$ cat src/lcdi_pkg.sv
// shared constants and types for the display driver two-wire write front end
// assumes one 100 MHz clock domain; bus pins arrive asynchronously
package lcdi_pkg;

  // address byte layout: fixed prefix in bits 7..2, select in 1, direction in 0
  localparam logic [5:0]  ADDR_PREFIX   = 6'h1c;
  localparam int unsigned ADDR_SEL_POS  = 1;
  localparam int unsigned ADDR_RW_POS   = 0;

  // control byte layout
  localparam int unsigned CTRL_CONT_POS = 7;
  localparam int unsigned CTRL_RS_POS   = 6;

  // bits per byte before the acknowledge slot
  localparam logic [3:0]  BYTE_BITS     = 4'h8;

  // display pointer range and reset values
  localparam logic [6:0]  PTR_LAST      = 7'h4f;
  localparam logic [6:0]  PTR_RESET     = 7'h00;
  localparam logic [1:0]  SUB_RESET     = 2'h0;

  // pin synchroniser bit positions
  localparam int unsigned PIN_SCL       = 0;
  localparam int unsigned PIN_SDA       = 1;
  localparam int unsigned PIN_ASEL      = 2;
  localparam int unsigned PIN_STRAP_LSB = 3;
  localparam int unsigned PIN_COUNT     = 5;

  // outgoing word: {kind, subaddress, pointer, byte}
  localparam int unsigned FIFO_DEPTH    = 32;
  localparam int unsigned WORD_W        = 18;
  localparam int unsigned WORD_KIND_POS = 17;
  localparam int unsigned WORD_SUB_LSB  = 15;
  localparam int unsigned WORD_PTR_LSB  = 8;

  // receive phases
  typedef enum logic [4:0]
  {
    PH_IDLE    = 5'h01,
    PH_ADDR    = 5'h02,
    PH_CTRL    = 5'h04,
    PH_PAYLOAD = 5'h08,
    PH_IGNORE  = 5'h10
  } lcdi_phase_t;

endpackage : lcdi_pkg

$ cat src/lcdi_fifo.sv
// word fifo with a registered head so the reader sees flop outputs
// assumes DEPTH is a power of two; reader and writer share sys_clk
`timescale 1ns/1ps
module lcdi_fifo
  import lcdi_pkg::*;
#(
  parameter int unsigned WIDTH = WORD_W,
  parameter int unsigned DEPTH = FIFO_DEPTH
)
(
  input  wire logic             sys_clk,
  input  wire logic             nrst,
  input  wire logic             inValid,
  output logic                  inReady,
  input  wire logic [WIDTH-1:0] inData,
  output logic                  outValid,
  input  wire logic             outReady,
  output logic [WIDTH-1:0]      outData
);

  localparam int unsigned AW         = $clog2(DEPTH);
  localparam logic [AW:0] FULL_COUNT = (AW+1)'(DEPTH);

  typedef struct packed {
    logic [DEPTH-1:0][WIDTH-1:0] mem;
    logic [AW-1:0]               wrIdx;
    logic [AW-1:0]               rdIdx;
    logic [AW:0]                 count;
    logic [WIDTH-1:0]            head;
    logic                        headValid;
  } lcdi_fifo_state_t;

  lcdi_fifo_state_t s_q;
  lcdi_fifo_state_t s_d;
  logic             push;
  logic             load;

  // storage write, head refill and occupancy
  always_comb
  begin
    s_d  = s_q;
    push = inValid && (s_q.count != FULL_COUNT);
    load = (s_q.count != '0) && (!s_q.headValid || outReady);
    if (push)
    begin
      s_d.mem[s_q.wrIdx] = inData;
      s_d.wrIdx          = s_q.wrIdx + 1'b1;
    end
    if (load)
    begin
      s_d.head      = s_q.mem[s_q.rdIdx];
      s_d.rdIdx     = s_q.rdIdx + 1'b1;
      s_d.headValid = 1'b1;
    end
    else if (outReady)
    begin
      s_d.headValid = 1'b0;
    end
    s_d.count = s_q.count + {{AW{1'b0}}, push} - {{AW{1'b0}}, load};
  end

  // state register
  always_ff @(posedge sys_clk or negedge nrst)
  begin
    if (!nrst)
      s_q <= '0;
    else
      s_q <= s_d;
  end

  assign inReady  = (s_q.count != FULL_COUNT);
  assign outValid = s_q.headValid;
  assign outData  = s_q.head;

endmodule : lcdi_fifo

$ cat src/lcdi_rx.sv
// write-only two-wire slave receiver of the display driver
// assumes bus pins and straps are asynchronous; load strobes come from sys_clk logic
// What this block does
// - slave receiver only, drives nothing but acknowledges
// - answers address prefix 0111 00x only
// - read requests are never acknowledged
// - address bit 1 must equal select pin
// - matching devices ack address, others ignore transfer
// - control byte follows the address acknowledge
// - ack holds data low through ninth clock
// - data fall/rise under clock high: start/stop
// - selection uses address, command data, strap subaddress
// - any number of bytes per transfer
// - control bit7 continues, bit6 picks data register
// - display bytes acked only on subaddress match
// - pointer advances after display bytes, subaddress when the pointer wraps
`timescale 1ns/1ps
module lcdi_rx
  import lcdi_pkg::*;
(
  input  wire logic              sys_clk,
  input  wire logic              nrst,
  input  wire logic              sclPin,
  input  wire logic              sdaPin,
  output logic                   ackPinOut,
  output logic                   ackPinOe,
  input  wire logic              addressSelectPin,
  input  wire logic              subaddressStrapBit0,
  input  wire logic              subaddressStrapBit1,
  input  wire logic              ptrLoad,
  input  wire logic [6:0]        ptrLoadValue,
  input  wire logic              subLoad,
  input  wire logic [1:0]        subLoadValue,
  output logic                   wordValid,
  input  wire logic              wordReady,
  output logic [WORD_W-1:0]      wordData,
  output logic [6:0]             dataPointer,
  output logic [1:0]             subaddressCounter,
  output logic                   busBusy
);

  typedef struct packed {
    logic [PIN_COUNT-1:0] meta;
    logic [PIN_COUNT-1:0] sync;
    logic                 sclPrev;
    logic                 sdaPrev;
    lcdi_phase_t          phase;
    logic [7:0]           shift;
    logic [3:0]           bitCnt;
    logic                 inAck;
    logic                 ackOe;
    logic                 ackLevel;
    logic                 ctrlMore;
    logic                 regSel;
    logic [6:0]           ptr;
    logic [1:0]           sub;
    logic                 busy;
    logic                 pushValid;
    logic [WORD_W-1:0]    pushData;
  } lcdi_rx_state_t;

  lcdi_rx_state_t s_q;
  lcdi_rx_state_t s_d;
  logic           sclS;
  logic           sdaS;
  logic           addrSelS;
  logic [1:0]     strapS;
  logic           sclRise;
  logic           sclFall;
  logic           startSeen;
  logic           stopSeen;
  logic           active;
  logic           byteEnd;
  logic           addrHit;
  logic           subHit;
  logic           fifoReady;
  logic [7:0]     rxByte;

  // synchronised pin view and bus events
  always_comb
  begin
    sclS      = s_q.sync[PIN_SCL];
    sdaS      = s_q.sync[PIN_SDA];
    addrSelS  = s_q.sync[PIN_ASEL];
    strapS    = s_q.sync[PIN_STRAP_LSB +: 2];
    rxByte    = s_q.shift;
    sclRise   = sclS && !s_q.sclPrev;
    sclFall   = !sclS && s_q.sclPrev;
    startSeen = sclS && s_q.sclPrev && !sdaS && s_q.sdaPrev;
    stopSeen  = sclS && s_q.sclPrev && sdaS && !s_q.sdaPrev;
    active    = (s_q.phase == PH_ADDR) || (s_q.phase == PH_CTRL) || (s_q.phase == PH_PAYLOAD);
    byteEnd   = active && !startSeen && !stopSeen && sclFall && !s_q.inAck && (s_q.bitCnt == BYTE_BITS);
    addrHit   = (rxByte[7:2] == ADDR_PREFIX)
                && (rxByte[ADDR_SEL_POS] == addrSelS)
                && !rxByte[ADDR_RW_POS];
    subHit    = (strapS == s_q.sub);
  end

  // receive sequencer
  always_comb
  begin
    s_d           = s_q;
    s_d.pushValid = 1'b0;
    s_d.ackLevel  = 1'b0;
    s_d.meta      = {subaddressStrapBit1, subaddressStrapBit0, addressSelectPin, sdaPin, sclPin};
    s_d.sync      = s_q.meta;
    s_d.sclPrev   = sclS;
    s_d.sdaPrev   = sdaS;
    if (startSeen)
    begin
      s_d.phase  = PH_ADDR;
      s_d.bitCnt = 4'h0;
      s_d.inAck  = 1'b0;
      s_d.ackOe  = 1'b0;
      s_d.busy   = 1'b1;
    end
    else if (stopSeen)
    begin
      s_d.phase  = PH_IDLE;
      s_d.bitCnt = 4'h0;
      s_d.inAck  = 1'b0;
      s_d.ackOe  = 1'b0;
      s_d.busy   = 1'b0;
    end
    else if (active)
    begin
      if (sclRise && !s_q.inAck)
      begin
        s_d.shift  = {s_q.shift[6:0], sdaS};
        s_d.bitCnt = s_q.bitCnt + 4'h1;
      end
      if (sclFall && s_q.inAck)
      begin
        s_d.ackOe = 1'b0;
        s_d.inAck = 1'b0;
      end
      else if (byteEnd)
      begin
        s_d.bitCnt = 4'h0;
        s_d.inAck  = 1'b1;
        case (s_q.phase)
          PH_ADDR:
          begin
            if (addrHit)
            begin
              s_d.ackOe = 1'b1;
              s_d.phase = PH_CTRL;
            end
            else
            begin
              s_d.phase = PH_IGNORE;
              s_d.inAck = 1'b0;
            end
          end
          PH_CTRL:
          begin
            s_d.ackOe    = 1'b1;
            s_d.ctrlMore = rxByte[CTRL_CONT_POS];
            s_d.regSel   = rxByte[CTRL_RS_POS];
            s_d.phase    = PH_PAYLOAD;
          end
          PH_PAYLOAD:
          begin
            s_d.phase = s_q.ctrlMore ? PH_CTRL : PH_PAYLOAD;
            if (!s_q.regSel)
            begin
              s_d.ackOe     = fifoReady;
              s_d.pushValid = fifoReady;
              s_d.pushData  = {1'b0, s_q.sub, s_q.ptr, rxByte};
            end
            else
            begin
              s_d.ackOe     = subHit && fifoReady;
              s_d.pushValid = subHit && fifoReady;
              s_d.pushData  = {1'b1, s_q.sub, s_q.ptr, rxByte};
              if (s_q.ptr == PTR_LAST)
              begin
                s_d.ptr = PTR_RESET;
                s_d.sub = s_q.sub + 2'h1;
              end
              else
              begin
                s_d.ptr = s_q.ptr + 7'h01;
              end
            end
          end
          default:
          begin
            s_d.phase = PH_IDLE;
          end
        endcase
      end
    end
    // command decoder loads take priority over auto advance
    if (ptrLoad)
      s_d.ptr = ptrLoadValue;
    if (subLoad)
      s_d.sub = subLoadValue;
  end

  // state register
  always_ff @(posedge sys_clk or negedge nrst)
  begin
    if (!nrst)
    begin
      s_q       <= '0;
      s_q.phase <= PH_IDLE;
      s_q.ptr   <= PTR_RESET;
      s_q.sub   <= SUB_RESET;
    end
    else
    begin
      s_q <= s_d;
    end
  end

  // outgoing words buffer
  lcdi_fifo #(
    .WIDTH (WORD_W),
    .DEPTH (FIFO_DEPTH)
  ) u_fifo (
    .sys_clk  (sys_clk),
    .nrst     (nrst),
    .inValid  (s_q.pushValid),
    .inReady  (fifoReady),
    .inData   (s_q.pushData),
    .outValid (wordValid),
    .outReady (wordReady),
    .outData  (wordData)
  );

  assign ackPinOut         = s_q.ackLevel;
  assign ackPinOe          = s_q.ackOe;
  assign dataPointer       = s_q.ptr;
  assign subaddressCounter = s_q.sub;
  assign busBusy           = s_q.busy;
endmodule : lcdi_rx
$ cat config.mk
export PLATFORM = sky130hd
export DESIGN_NAME = lcdi_rx
export DESIGN_NICKNAME = d
export VERILOG_FILES = /design/src/lcdi_pkg.sv /design/src/lcdi_fifo.sv /design/src/lcdi_rx.sv
export SDC_FILE = /design/constraint.sdc
export NUM_CORES = 1
export LEC_CHECK = 0
export ABC_AREA = 1
export BUFFER_PORTS_ARGS = -buffer_cell sky130_fd_sc_hd__buf_2
export CORE_UTILIZATION = 40
export DETAILED_ROUTE_END_ITERATION = 8
export PLACE_DENSITY_LB_ADDON = 0.1
export SLEW_MARGIN = 30
export SYNTH_ARGS = -nofsm -noshare
export SYNTH_HDL_FRONTEND = slang
export SYNTH_HIERARCHICAL = 1
export SYNTH_SLANG_ARGS = --single-unit
$ cat constraint.sdc
create_clock -name sys_clk -period 3.3 [get_ports sys_clk]
set_input_delay 0.33 -clock sys_clk [delete_from_list [all_inputs] [get_ports sys_clk]]
set_output_delay 0.33 -clock sys_clk [all_outputs]
set_load 0.05 [all_outputs]
# Word-level counts from Yosys, hierarchy flattened
# Cells that the tools add are included.
# Widths: inputs -> output; s select.
# classes
add_sub_neg	7
n_lt_le_gt_ge	3
eq_ne	17
muxes	46
bitwise	3
n_reduce_logical	56
# op_table
operator	n
$bwmux 576	1
$mux 19	8
$bmux 18 s5	1
$demux 18 s5	1
$mux 9	7
$mux 18	2
$mux 5	5
$reduce_bool 2->1	11
$logic_and 1x1->1	20
$mux 6	3
$pmux 5 s3	1
$mux 7	2
$lt 5x6->1 const B	2
$mux 12	1
$ne 2x2->1 const B	6
$reduce_and 6->1	2
$reduce_bool 6->1	2
$add 5x1->5 const B	2
$logic_not 1->1	9
$mux 1	8
$mux 4	2
$reduce_and 4->1	2
$reduce_and 8->1	1
$add 7x1->7 const B	1
other kinds (25)	32
# totals
regBits	673
output_inout_bits	31
elab_cells	185

# Logic depth before layout (Yosys ltp)
# logic_depth
ltp_word	15
mapped_depth	15

# Cells and area by module
# Netlist, hierarchy kept.
# by_module_without_submodules
mod	n_inst	cells_each	area_per_inst_um2
lcdi_fifo	1	3746	29479.5
lcdi_rx	1	319	2915.3

# Least setup slack after synthesis
# OpenSTA, ideal clock, no wires.
# synth_timing
kind	reg2reg
from	reg u_fifo.s_q (netlist bit u_fifo/outValid)
to	reg u_fifo/s_q[23] in the netlist's numbering
setup_ns	0.122
t_arrival_ns	2.374
required_time_ns	3.178
setup_slack_ns	0.804
stages_incl_launch_ff	12
n_path_buf	1
period_less_slack_ns	2.496
path_cell_list	dfrtp_1 nand2_1 nand2_1 inv_1 clkbuf_1 ha_1 inv_1 ha_1 inv_1 fa_1 o21a_1 xnor2_1
# synth_rtl
item	line	text
from (decl)	lcdi_fifo.sv:33	lcdi_fifo_state_t s_q;
from (signal assigned)	lcdi_fifo.sv:66	s_q <= '0;
from (signal assigned)	lcdi_fifo.sv:68	s_q <= s_d;

# Final worst setup path
# layout_timing
from	reg u_fifo/s_q[26] in the netlist's numbering
to	reg u_fifo.s_q (netlist bit u_fifo/outData[5])
# layout_via
elab_chain_cells	2
# layout_lines
item	line	text
$bmux 18 s5	lcdi_fifo.sv:51	s_d.head = s_q.mem[s_q.rdIdx];
$mux 18 (not written as such)	lcdi_fifo.sv:51	
# No other way between the ends. The select of a mux whose other input is x is not followed.
# A chain may end at the register's enable or synchronous reset.

==> results.cfg <==
[routing]
detail-route-antenna-nets = 0
via_per_inst = 5.06
first_pass_iters = 6
drt-initial-drc-count = 2140
wl_mm = 95.2
drc = 0
wl_per_cell_um = 18.7
route.vias.total = 25700

[power_and_ir_drop]
ir_drop_v = 0.000647
p_leak_uw = 0.0164
powerDensity_mw_per_mm2 = 703

[place]
dp_cells = 4936
hpwlAfterDp_mm = 56.2
gp_congestion = 0.792
place_ws_ns = 0.936
portBuffers = 48

[synth]
yosysMostFrequentCell = nand2_1
ys_ff_latch = 673
synth_common_cells = nand2_1, dfrtp_1, o21ai_0
ys.flop_type = dfrtp_1
async_reset_ff_frac = 1.00
synth_edf_count = 0
synth_cells = 4065
synth.distinct_cells = 40
syn-num-nets = 4102
syn_avg_cell_area_um2 = 7.97
yosysSeqAreaShare = 0.520
yosys_warnings = 6
yosysTopAreaCellShare = 0.519
synth_area_leaders = dfrtp_1, nand2_1, o21ai_0
yosysTopAreaCell = dfrtp_1
netlist_area_mm2 = 0.0324

[floorplanning]
dieHeight_um = 287
rows = 103
initial_core_util = 0.407
pin_count = 50
die_w_um = 287
dieArea_mm2 = 0.0821
core_area_mm2 = 0.0795

[setup_path]
cp_max_fo = 46
r2r_slack_ns = 0.92
rr_worst_depth = 8
arrival_ns = 2.89
reg2reg_to = u_fifo/outData[5]$_DFFE_PN0P_
cp-start-kind = register
critPathKind = register to register
end_kind = register
cp.required_ns = 3.81
r2r-start = u_fifo/s_q[26]$_DFFE_PN0P_

[clocking]
cts.sinks = 673
cts_buffers = 77
htreeDepth = 3
post_cts_buffers = 0
cts_resized = 0
cts_buffer_depth = 3
cts_tree = yes
hold_buffers = 9
clkTransAtPathRegs_ns = 0.06
clock_latency_ns = 0.62
clock-root-buffer = clkbuf_16

[sta]
setup_slack_ns = 0.921
period_minus_slack_ns = 2.38
fin_crit_sh = 0.721
final.setup.tns_ns = 0
maxSlewHeadroom = 0.320
finalHoldViolCount = 0
drv_slew = 0
fmax_mhz = 420
setup_violations = 0
fin_skew_ns = 0.0171
worst-slew-pin-transition_ns = 1.02
rsz0062_at_grt = no

[global_route]
grt_pass1_wl_mm = 151
grt_util_met2 = 0.383
use_met1 = 0.334
use_met3 = 0.0315
antenna_found_initial = 1
grt_start_max_net_pins = 174
top_usage_layer = met2
grt_overflow = 0
grtUsageTotal = 0.238
grt_pass1_vias = 25000

[final_layout]
syn2layout_area_growth_pct = 10.5
diodes = 0
fin_cells = 5080
fin_nets = 4011
drive_gt1_frac = 0.0958

[worst_hold_path]
holdPathEnd = subaddressCounter[0]$_DFFE_PN0P_
hp-start = subLoadValue[0]
hold_depth = 5
hold_class = input pin to register

[job]
drv_cap = 0

[outcome]
outcome = finished clean
-- logic make-up after synthesis --
group | share of synthesized area
xor gates and xnor gates | 0.00568
DFF | 0.520
adders and majority gates | 0.00718
other | 0.000116
AOI/OAI and AO/OA | 0.117
buffers and inverters | 0.0880
and+or+nand+nor | 0.263
-- layout by cell type (no fill, tap or decap), types with 3 or more instances in the layout --
| cell type | instances |
|---|---|
| a21oi_1 | 40 |
| buf_12 | 19 |
| buf_2 | 47 |
| buf_4 | 61 |
| bufinv_16 | 3 |
| clkbuf_1 | 21 |
| clkbuf_16 | 80 |
| clkbuf_8 | 19 |
| clkinv_1 | 4 |
| clkinv_2 | 7 |
| dfrtp_1 | 669 |
| dlygate4sd3_1 | 9 |
| ha_1 | 17 |
| inv_1 | 306 |
| inv_2 | 6 |
| inv_6 | 6 |
| nand2_1 | 1469 |
| nand2_2 | 20 |
| nand3_1 | 359 |
| nand3_2 | 5 |
| nand4_1 | 7 |
| nand4_2 | 4 |
| nand4_4 | 10 |
| nor2_1 | 144 |
| nor2_2 | 4 |
| nor2_8 | 3 |
| o21ai_0 | 398 |
| o21ai_1 | 171 |
| o21ai_2 | 78 |
| xnor2_1 | 5 |
| xor2_1 | 16 |
-- routing by layer --
layer  wire, um  vias up
met4       2450        2
met2      43800      468
li1           -    12700
met1      45200    12400
met3       3680      120
met5          8        -
-- per-stage QoR --
stage               hold WS [ns]  instance area (um2)  utilization  total power, uW
finish                    0.0415                35800        0.450            25200
global route              0.0662                35800        0.450            26500
CTS                     0.000258                35800        0.450            25500
detailed placement         0.336                33200        0.417            16800
global placement           0.331                33200        0.417            16800
floorplan                 0.0344                32400            -            14100
-- final cells by class --
class	count	area, um2
inverters	320	1220
clock buffers	120	2340
fillers	8092	43700
clock inverters	15	176
multi-input cells	2765	12700
well taps	1050	1310
repair buffers	137	1180
flip-flops and latches	673	16900
-- report_power, final --
group / switching, uW / leakage, uW / internal (uW)
clock network: 3500 / 0.00124 / 5100
logic: 5630 / 0.00582 / 2130
registers: 296 / 0.00930 / 8520
-- flip-flops by register name (all words and copies together), names as in the netlist --
register / cells
busBusy: 1
dataPointer: 7
s_d: 7
ackPinOe: 1
u_fifo/outValid: 1
s_q: 35
u_fifo/s_q: 592
rxByte: 8
addrSelS: 1
u_fifo/outData: 18
subaddressCounter: 2
-- critical path, stage by stage (launching register included) --
cell and delay, ns:
dfrtp_4 0.66, inv_6 0.47, nand3_1 0.13, nand3_1 0.14, nand2_1 0.06, nor2_1 0.49, nand2_1 0.10, nand3_1 0.11
nand2_1 0.06
-- how the worst max path moves through the flow --
stage                                     start                             end  slack, ns  cells past startpoint
finish               u_fifo/s_q[26]$_DFFE_PN0P_   u_fifo/outData[5]$_DFFE_PN0P_       0.92                      8
global route         u_fifo/s_q[34]$_DFFE_PN0N_     u_fifo/s_q[346]$_DFFE_PN0P_       0.73                      4
CTS                    u_fifo/s_q[22]$_DFF_PN0_        u_fifo/s_q[23]$_DFF_PN0_       0.92                     11
detailed placement     u_fifo/s_q[21]$_DFF_PN0_        u_fifo/s_q[23]$_DFF_PN0_       0.94                     11
global placement     u_fifo/s_q[26]$_DFFE_PN0P_  u_fifo/outData[11]$_DFFE_PN0P_       0.90                      9
floorplan           u_fifo/outValid$_DFFE_PN0P_        u_fifo/s_q[23]$_DFF_PN0_       0.80                     11
No activity file was read; power rests on OpenSTA's default activity.
